File: src/io_mux_cfg.svh
// Offsets, reset values, widths and response codes of the line mux block.
`ifndef IO_MUX_CFG_SVH
`define IO_MUX_CFG_SVH

// Number of lines and bus widths.
`define LINE_COUNT     32
`define ADDR_W         8
`define DATA_W         32
`define STRB_W         4

// Register byte offsets.
`define OFF_OWN_EN     8'h00
`define OFF_OWN_DIS    8'h04
`define OFF_OWN_STATE  8'h08
`define OFF_PU_EN      8'h0c
`define OFF_PU_DIS     8'h10
`define OFF_PU_STATE   8'h14
`define OFF_SEL_A      8'h18
`define OFF_SEL_B      8'h1c
`define OFF_SEL_STATE  8'h20
`define OFF_PIN_LEVEL  8'h24
`define OFF_CLK_STATE  8'h28

// Reset values.
`define RST_PU_STATE   32'h0000_0000
`define RST_SEL_STATE  32'h0000_0000
`define RST_PIN_LEVEL  32'h0000_0000
`define RST_OWN_STATE  32'hffff_ffff
`define RST_MUXED      32'hffff_ffff

// Response codes.
`define RESP_OKAY      2'h0
`define RESP_SLVERR    2'h2

`endif

File: src/io_mux_pkg.sv
// Types shared by the line mux block and its per-line slice.
package io_mux_pkg;

  // Drive of all lines: level and enable, bit n for line n.
  typedef struct packed {
    logic [31:0] out;
    logic [31:0] oe;
  } drive_t;

  // Drive of one line.
  typedef struct packed {
    logic out;
    logic oe;
  } bit_drive_t;

  // Write channel phase.
  typedef enum logic [1:0] {
    WR_COLLECT = 2'b01,
    WR_RESP    = 2'b10
  } wr_phase_t;

  // Read channel phase.
  typedef enum logic [1:0] {
    RD_IDLE = 2'b01,
    RD_RESP = 2'b10
  } rd_phase_t;

  // Whole state of the block.
  typedef struct packed {
    logic [31:0] own;
    logic [31:0] sel_b;
    logic [31:0] pu_off;
    logic [31:0] pin_level;
    logic        clk_en;
    logic        irq;
    wr_phase_t   wr;
    logic        aw_got;
    logic        w_got;
    logic [7:0]  waddr;
    logic [31:0] wdata;
    logic [3:0]  wstrb;
    logic [1:0]  bresp;
    rd_phase_t   rd;
    logic [31:0] rdata;
    logic [1:0]  rresp;
  } state_t;

endpackage

File: src/io_line_slice.sv
// One line of the pad output multiplexer.
`timescale 1ns/10ps
module io_line_slice
  import io_mux_pkg::*;
#(
  parameter bit MUXED = 1'b1
) (
  input  wire logic       own,
  input  wire logic       sel_b,
  input  wire bit_drive_t gpio,
  input  wire bit_drive_t pa,
  input  wire bit_drive_t pb,
  output bit_drive_t      pad
);

  // A line without peripherals is driven by the I/O logic only.
  always_comb begin
    if (!MUXED || own) begin
      pad = gpio;
    end else if (sel_b) begin
      pad = pb;
    end else begin
      pad = pa;
    end
  end

endmodule // io_line_slice

File: src/io_line_mux_and_pullup.sv
// Line ownership, peripheral A/B choice and pull-up control with AXI4-Lite access.
//
// Decided for this implementation: register access over AXI4-Lite and the address map.
`timescale 1ns/10ps
`include "io_mux_cfg.svh"
module io_line_mux_and_pullup
  import io_mux_pkg::*;
#(
  parameter logic [31:0] MUXED_MASK = `RST_MUXED,
  parameter logic [31:0] OWN_RESET  = `RST_OWN_STATE
) (
  input  wire logic        aclk,
  input  wire logic        aresetn,
  input  wire logic [7:0]  awaddr,
  input  wire logic        awvalid,
  output logic             awready,
  input  wire logic [31:0] wdata,
  input  wire logic [3:0]  wstrb,
  input  wire logic        wvalid,
  output logic             wready,
  output logic [1:0]       bresp,
  output logic             bvalid,
  input  wire logic        bready,
  input  wire logic [7:0]  araddr,
  input  wire logic        arvalid,
  output logic             arready,
  output logic [31:0]      rdata,
  output logic [1:0]       rresp,
  output logic             rvalid,
  input  wire logic        rready,
  input  wire logic [31:0] pad_in,
  output drive_t           pad,
  output logic [31:0]      pad_pullup_en,
  input  wire drive_t      gpio,
  input  wire drive_t      periph_a,
  input  wire drive_t      periph_b,
  output logic [31:0]      periph_in,
  input  wire logic        ctrl_clk_en,
  input  wire logic        change_irq_req,
  output logic             irq
);

  ////////////////////////////////////////////////////////////////////////////
  // State registers.
  ////////////////////////////////////////////////////////////////////////////

  // The whole block is one state word: one image of it is computed each cycle
  // and one register stage holds it, so no field can miss the common reset.
  state_t state_r;
  state_t state_nxt;

  // Reset image; ownership of unmuxed lines is held at one.
  localparam state_t RESET_STATE = '{
    own:       OWN_RESET | ~MUXED_MASK,
    sel_b:     `RST_SEL_STATE,
    pu_off:    `RST_PU_STATE,
    pin_level: `RST_PIN_LEVEL,
    clk_en:    1'b0,
    irq:       1'b0,
    wr:        WR_COLLECT,
    aw_got:    1'b0,
    w_got:     1'b0,
    waddr:     8'h00,
    wdata:     32'h0000_0000,
    wstrb:     4'h0,
    bresp:     `RESP_OKAY,
    rd:        RD_IDLE,
    rdata:     32'h0000_0000,
    rresp:     `RESP_OKAY
  };

  ////////////////////////////////////////////////////////////////////////////
  // Bus handshakes.
  ////////////////////////////////////////////////////////////////////////////

  // Address and data are taken once each per write, in either order.
  // A second write is held off until its response has been taken, so the
  // staged address and data are never overwritten before they are applied.
  assign awready = (state_r.wr == WR_COLLECT) && !state_r.aw_got;
  assign wready  = (state_r.wr == WR_COLLECT) && !state_r.w_got;
  assign arready = (state_r.rd == RD_IDLE);

  // Responses come straight from the state registers.
  // The command is applied at the edge that raises the response, so a read
  // that follows the response always sees the new line configuration.
  assign bvalid = (state_r.wr == WR_RESP);
  assign bresp  = state_r.bresp;
  assign rvalid = (state_r.rd == RD_RESP);
  assign rdata  = state_r.rdata;
  assign rresp  = state_r.rresp;

  ////////////////////////////////////////////////////////////////////////////
  // Write decode helpers.
  ////////////////////////////////////////////////////////////////////////////

  logic [31:0] wmask;
  logic [31:0] cmd;
  logic [7:0]  waligned;
  logic        wmapped;

  // Byte lanes without a strobe leave their lines alone.
  always_comb begin
    for (int b = 0; b < `STRB_W; b++) begin
      wmask[8*b +: 8] = {8{state_r.wstrb[b]}};
    end
  end

  // Only ones in enabled lanes act on a line.
  assign cmd      = state_r.wdata & wmask;
  assign waligned = {state_r.waddr[7:2], 2'b00};

  // Every word from the first to the last offset is a register.
  always_comb begin
    case (waligned)
      `OFF_OWN_EN,
      `OFF_OWN_DIS,
      `OFF_OWN_STATE,
      `OFF_PU_EN,
      `OFF_PU_DIS,
      `OFF_PU_STATE,
      `OFF_SEL_A,
      `OFF_SEL_B,
      `OFF_SEL_STATE,
      `OFF_PIN_LEVEL,
      `OFF_CLK_STATE: begin
        wmapped = 1'b1;
      end
      default: begin
        wmapped = 1'b0;
      end
    endcase
  end

  ////////////////////////////////////////////////////////////////////////////
  // Read decode.
  ////////////////////////////////////////////////////////////////////////////

  logic [31:0] rd_word;
  logic [1:0]  rd_code;
  logic [7:0]  raligned;

  // The word is chosen while the address is offered, so the answer carries
  // the state as it stood at the edge that took the address.
  assign raligned = {araddr[7:2], 2'b00};

  // Status registers show state; command registers read as zero.
  always_comb begin
    rd_word = 32'h0000_0000;
    rd_code = `RESP_OKAY;
    case (raligned)
      `OFF_OWN_STATE: begin
        rd_word = state_r.own;
      end
      `OFF_PU_STATE: begin
        rd_word = state_r.pu_off;
      end
      `OFF_SEL_STATE: begin
        rd_word = state_r.sel_b;
      end
      `OFF_PIN_LEVEL: begin
        rd_word = state_r.pin_level;
      end
      `OFF_CLK_STATE: begin
        rd_word = {31'h0000_0000, state_r.clk_en};
      end
      `OFF_OWN_EN,
      `OFF_OWN_DIS,
      `OFF_PU_EN,
      `OFF_PU_DIS,
      `OFF_SEL_A,
      `OFF_SEL_B: begin
        rd_word = 32'h0000_0000;
      end
      default: begin
        rd_code = `RESP_SLVERR;
      end
    endcase
  end

  ////////////////////////////////////////////////////////////////////////////
  // Next state.
  ////////////////////////////////////////////////////////////////////////////

  // Register writes never look at the gated clock enable.
  always_comb begin
    state_nxt = state_r;

    // Gated clock enable follows the power manager one edge late.
    // Registering it keeps the sampler and the interrupt path on one common
    // view of the enable in every cycle.
    state_nxt.clk_en = ctrl_clk_en;

    // Pin levels are sampled only while the gated clock runs.
    // With the clock off the last sample is kept, so software reads the
    // levels that stood when the clock stopped.
    if (state_r.clk_en) begin
      state_nxt.pin_level = pad_in;
    end

    // Interrupt passes only while the gated clock runs.
    state_nxt.irq = state_r.clk_en & change_irq_req;

    // Write channel.
    // Address and data may arrive in either order; each is kept once taken.
    case (state_r.wr)
      WR_COLLECT: begin
        if (awvalid && awready) begin
          state_nxt.aw_got = 1'b1;
          state_nxt.waddr  = awaddr;
        end
        if (wvalid && wready) begin
          state_nxt.w_got = 1'b1;
          state_nxt.wdata = wdata;
          state_nxt.wstrb = wstrb;
        end
        if (state_r.aw_got && state_r.w_got) begin
          state_nxt.aw_got = 1'b0;
          state_nxt.w_got  = 1'b0;
          state_nxt.wr     = WR_RESP;
          state_nxt.bresp  = wmapped ? `RESP_OKAY : `RESP_SLVERR;
          // Status words and unmapped words leave every line alone.
          case (waligned)
            `OFF_OWN_EN: begin
              state_nxt.own = state_r.own | cmd;
            end
            `OFF_OWN_DIS: begin
              state_nxt.own = state_r.own & ~(cmd & MUXED_MASK);
            end
            `OFF_PU_EN: begin
              state_nxt.pu_off = state_r.pu_off & ~cmd;
            end
            `OFF_PU_DIS: begin
              state_nxt.pu_off = state_r.pu_off | cmd;
            end
            `OFF_SEL_A: begin
              state_nxt.sel_b = state_r.sel_b & ~cmd;
            end
            `OFF_SEL_B: begin
              state_nxt.sel_b = state_r.sel_b | cmd;
            end
            default: begin
              state_nxt.own = state_r.own;
            end
          endcase
        end
      end
      WR_RESP: begin
        if (bready) begin
          state_nxt.wr = WR_COLLECT;
        end
      end
      default: begin
        state_nxt.wr = WR_COLLECT;
      end
    endcase

    // Read channel.
    // Only one read is in flight; arready stays low until the answer is taken.
    case (state_r.rd)
      RD_IDLE: begin
        if (arvalid) begin
          state_nxt.rd    = RD_RESP;
          state_nxt.rdata = rd_word;
          state_nxt.rresp = rd_code;
        end
      end
      RD_RESP: begin
        if (rready) begin
          state_nxt.rd = RD_IDLE;
        end
      end
      default: begin
        state_nxt.rd = RD_IDLE;
      end
    endcase
  end

  // One register stage for the whole state, synchronous reset.
  // The bus and the pads settle to the reset image at the first reset edge,
  // and no field is left out of the common reset.
  always_ff @(posedge aclk) begin
    if (!aresetn) begin
      state_r <= RESET_STATE;
    end else begin
      state_r <= state_nxt;
    end
  end

  ////////////////////////////////////////////////////////////////////////////
  // Pad side.
  ////////////////////////////////////////////////////////////////////////////

  // Pull-up is on where the disabled bit is clear.
  // It follows the stored bit directly, whatever owns the line.
  assign pad_pullup_en = ~state_r.pu_off;

  // Pin levels reach peripherals and interrupt inputs untouched.
  // Nothing here gates them, so external interrupt lines work even on a
  // line that is not assigned to them.
  assign periph_in = pad_in;

  // Gated interrupt request.
  assign irq = state_r.irq;

  // One output multiplexer per line, same bit position everywhere.
  // A line without peripherals ignores its ownership and choice bits inside
  // the slice too, so a wrong reset image cannot hand it to a peripheral.
  for (genvar i = 0; i < `LINE_COUNT; i++) begin : g_line
    bit_drive_t line_pad;

    io_line_slice #(
      .MUXED (MUXED_MASK[i])
    ) i_io_line_slice (
      .own   (state_r.own[i]),
      .sel_b (state_r.sel_b[i]),
      .gpio  (bit_drive_t'({gpio.out[i], gpio.oe[i]})),
      .pa    (bit_drive_t'({periph_a.out[i], periph_a.oe[i]})),
      .pb    (bit_drive_t'({periph_b.out[i], periph_b.oe[i]})),
      .pad   (line_pad)
    );

    assign pad.out[i] = line_pad.out;
    assign pad.oe[i]  = line_pad.oe;
  end

endmodule // io_line_mux_and_pullup

File: config.mk
export PLATFORM = sky130hd
export DESIGN_NAME = io_line_mux_and_pullup
export DESIGN_NICKNAME = d
export VERILOG_FILES = /design/src/io_mux_pkg.sv /design/src/io_line_slice.sv /design/src/io_line_mux_and_pullup.sv
export VERILOG_INCLUDE_DIRS = /design/src
export SDC_FILE = /design/constraint.sdc
export NUM_CORES = 1
export LEC_CHECK = 0
export ABC_AREA = 1
export ABC_CLOCK_PERIOD_IN_PS = 4300
export BUFFER_PORTS_ARGS = -buffer_cell sky130_fd_sc_hd__buf_2
export CORE_MARGIN = 2
export CORE_UTILIZATION = 40
export CTS_CLUSTER_DIAMETER = 30
export DETAILED_ROUTE_END_ITERATION = 7
export GPL_ROUTABILITY_DRIVEN = 0
export PLACE_DENSITY = 0.69
export SETUP_SLACK_MARGIN = 0.4
export SLEW_MARGIN = 20
export SYNTH_ARGS = -nofsm -noshare
export SYNTH_HDL_FRONTEND = slang
export SYNTH_HIERARCHICAL = 1
export SYNTH_SLANG_ARGS = --single-unit
File: constraint.sdc
create_clock -name aclk -period 4.3 [get_ports aclk]
set_input_delay 0.215 -clock aclk [delete_from_list [all_inputs] [get_ports aclk]]
set_output_delay 0.215 -clock aclk [all_outputs]
set_load 0.005 [all_outputs]
==> results by group <==
Critical path
  • Worst endpoint required time: 4.71 ns
  • Worst-case reg-to-reg path depth: 8
  • WS Path Type: reg2reg
  • Critical path endpoint category: flip-flop
  • Worst Path Max Fanout: 38
  • CP Launch Type: flip-flop
  • CP Data Arrival Time: between 2 and 3 ns

CTS
  • Cts bufs inserted: between 50 and 60
  • Worst-case clock buffer depth: 3
  • Clock slew at reported path FFs: 0.05 ns
  • CTS tree: done
  • H-tree levels: 2
  • Post-CTS sizing: 0
  • CTS Sinks: 212
  • Clk_lat worst skew: about 0.54 ns
  • Root buffer cell: clkbuf_16

Place
  • DP HPWL: just over 30000 µm
  • Port bufs: 448
  • Placed cell count: 2588

Drt
  • 1st-pass router iterations: 5
  • Remaining antenna violation count after routing: 0
  • Iteration-0 DRC Markers: 1052
  • Avg WL per Cell: 16.2 µm
  • Total routed wirelength: 44500 µm
  • Post-route DRC: 0
  • Vias per std cell: about 5.0
  • Vias: 13900

STA
  • Final hold viol count: 0
  • Fin crit period: between 2 and 2.5 ns
  • Worst clock skew: 0.0193 ns
  • Slew of the pin with the lowest slew margin: 1.12 ns
  • Setup violations, final: 0
  • Period Utilization, post-route: 56.9%
  • Fmax: a little over 400 MHz
  • Rel. slew slack: 25.1%
  • RSZ-0062 raised after global routing: no
  • Final slew viol count: 0
  • Setup TNS Final: 0 ns

Floorplan
  • Placement Rows: 62
  • Height of the die: 176 µm
  • I/O Pins: 455
  • Die Footprint: 0.0309 mm²
  • Starting Density: 40.8%
  • CORE AREA: 0.0289 mm²
  • Die W: between 150 and 200 µm

Finish
  • Final cell count without fillers: 2756
  • Synthesis-to-layout area growth: 37.3%
  • Multi-input gate area: roughly 0.0056 mm²
  • Fin util: ~56%
  • Fillers: 2822
  • Share of post-route cells with drive strength above 1: 24.0%
  • Register area: 0.00424 mm²
  • # nets final: 2618

Pwr
  • NetSw: 1.62 mW
  • Cell Int Power: ~5 mW
  • Leakage: ~8.4 nW
  • Clk network pwr share: 58.0%
  • Reg power frac: a little under a third
  • Pwr per Cell Area: approximately 410 mW/mm²
  • Sw Ratio: 24.7%
  • Worst VDD drop: 257 µV
  • Comb pwr share: roughly a tenth

Yosys
  • Sequential area share after synthesis: 36.0%
  • Mapped Cells: 1909
  • Yosys warnings: 6
  • Synth area leaders: dfxtp_1 (36%), nand2_1 (16%), inv_1 (8.8%), nand3_1 (8.2%), o21ai_0 (5.7%)
  • Yosys cell types: 25
  • Yosys top cell by area: dfxtp_1
  • Post-Syn Area: 0.0118 mm²
  • Yosys top cell area share: 36.0%
  • Syn_area_per_cell: between 6 and 7 µm²
  • Flops & latches, synth: 212

GRT
  • Overflow after GRT: 0
  • Initial antenna violation count: 3
  • Overall routing resource usage: ~28%
  • Largest net degree at the start of global routing: 67
  • Vias in the first global route: ~13000
  • First-pass GRT wire length: 68700 µm

Hold path
  • Min-delay worst type: in2reg
  • Hold depth: 3

Status
  • Status: completed

Job
  • Max Cap Viol: 0
==> synthesized netlist by cell type <==
cell	number
nand2_1	498
inv_1	277
dfxtp_1	212
nand3_1	194
nor2_1	166
o21ai_0	134
a21oi_1	133
buf_4	73
nand4_1	65
clkbuf_1	52
o21ai_1	39
buf_2	32
buf_1	9
inv_2	7
nor2_4	4
nor2_2	3
nand2_2	2
nor3_1	2
a31oi_1	1
buf_6	1
clkinv_1	1
conb_1	1
nand4_2	1
o22ai_1	1
o31ai_1	1
==> per-layer routing <==
metal / vias up / track usage, % / part of all wire, %
li1: 6858 / - / -
met1: 6246 / 36.9 / 43
met2: 690 / 45.5 / 45
met3: 94 / 5.89 / 9.5
met4: 2 / 10.3 / 3.0
met5: - / 0 / 0.020
==> final timing paths <==
path,start,end,slack (ns)
hold reg to reg,rdata[1]$_SDFFE_PN0P_,rdata[1]$_SDFFE_PN0P_,0.46
hold / removal,wdata[31],state_r[73]$_SDFFE_PN0P_,0.02
setup / recovery,state_r[85]$_SDFFE_PN0P_,state_r[48]$_SDFFE_PN0P_,1.86
setup reg to reg,state_r[85]$_SDFFE_PN0P_,state_r[48]$_SDFFE_PN0P_,1.86
==> layout make-up <==
| type | instances | area share [%] |
|---|---|---|
| clock buffer | 62 | 8.57 |
| antenna | 2 | 0.0309 |
| inverter | 285 | 6.62 |
| clock inverter | 28 | 2.01 |
| sequential | 212 | 26.2 |
| tap | 384 | 2.97 |
| multi-input combinational | 1246 | 34.4 |
| timing repair buffer | 537 | 19.2 |
==> critical path: stages (launching register included) <==
cell and delay, ns:
dfxtp_1 0.30, inv_1 0.05, nand2_2 0.10, nor2_1 0.10, nand2_1 0.07, buf_4 0.33
clkinv_1 0.89, nor2_1 0.38, nor2_1 0.10
==> placed cells by master, fill, tap and decap left out <==
cell type / instances
nand2_1: 498
buf_2: 447
inv_1: 275
dfxtp_1: 212
nand3_1: 194
nor2_1: 161
o21ai_0: 134
a21oi_1: 133
dlygate4sd3_1: 76
nand4_1: 65
clkbuf_16: 51
o21ai_1: 39
buf_4: 14
clkinv_2: 12
nor2_4: 9
clkbuf_8: 7
inv_2: 6
bufinv_16: 6
clkinvlp_4: 5
inv_6: 4
clkbuf_1: 4
clkinv_1: 3
nor2_2: 3
diode_2: 2
nand2_2: 2
nor3_1: 2
conb_1: 2
clkinv_4: 2
o31ai_1: 1
o22ai_1: 1
nand4_2: 1
a31oi_1: 1
==> through the flow <==
| step | hold WS [ns] | setup slack [ns] | power [mW] | instance area, µm² |
|---|---|---|---|---|
| 2_1_floorplan | 0.313 | 2.95 | 2.45 | 11800 |
| 3_3_place_gp | 0.408 | 1.96 | 2.71 | 13700 |
| 3_5_place_dp | 0.415 | 1.85 | 2.73 | 13700 |
| 4_1_cts | 0.00864 | 1.83 | 6.59 | 16200 |
| 5_1_grt | 0.0520 | 1.56 | 6.79 | 16200 |
| 6_report | 0.0244 | 1.86 | 6.56 | 16200 |
==> cell families after synthesis <==
| logic type | count (synthesis) | share of synthesized area [%] |
|---|---|---|
| other cells | 1 | 0.0318 |
| flops | 212 | 36.0 |
| compound gates | 309 | 13.2 |
| buf+inv | 452 | 17.1 |
| simple gates | 935 | 33.7 |
==> power groups by stage <==
stage                     Combinational (mW)  Sequential (mW)  Clock [mW]
final                                  0.663             2.09        3.81
after global placement                 0.593             2.12           0
after detailed placement               0.605             2.12           0
after CTS                              0.660             2.09        3.84
after floorplan                        0.352             2.10           0
after global routing                   0.739             2.10        3.95
==> timing repair <==
item                      4_1_cts  5_1_grt
hold buffers                   76        0
hold endpoints to repair       78        0
buffers inserted                0        0
Note: power is estimated with default switching activity, not from simulation.
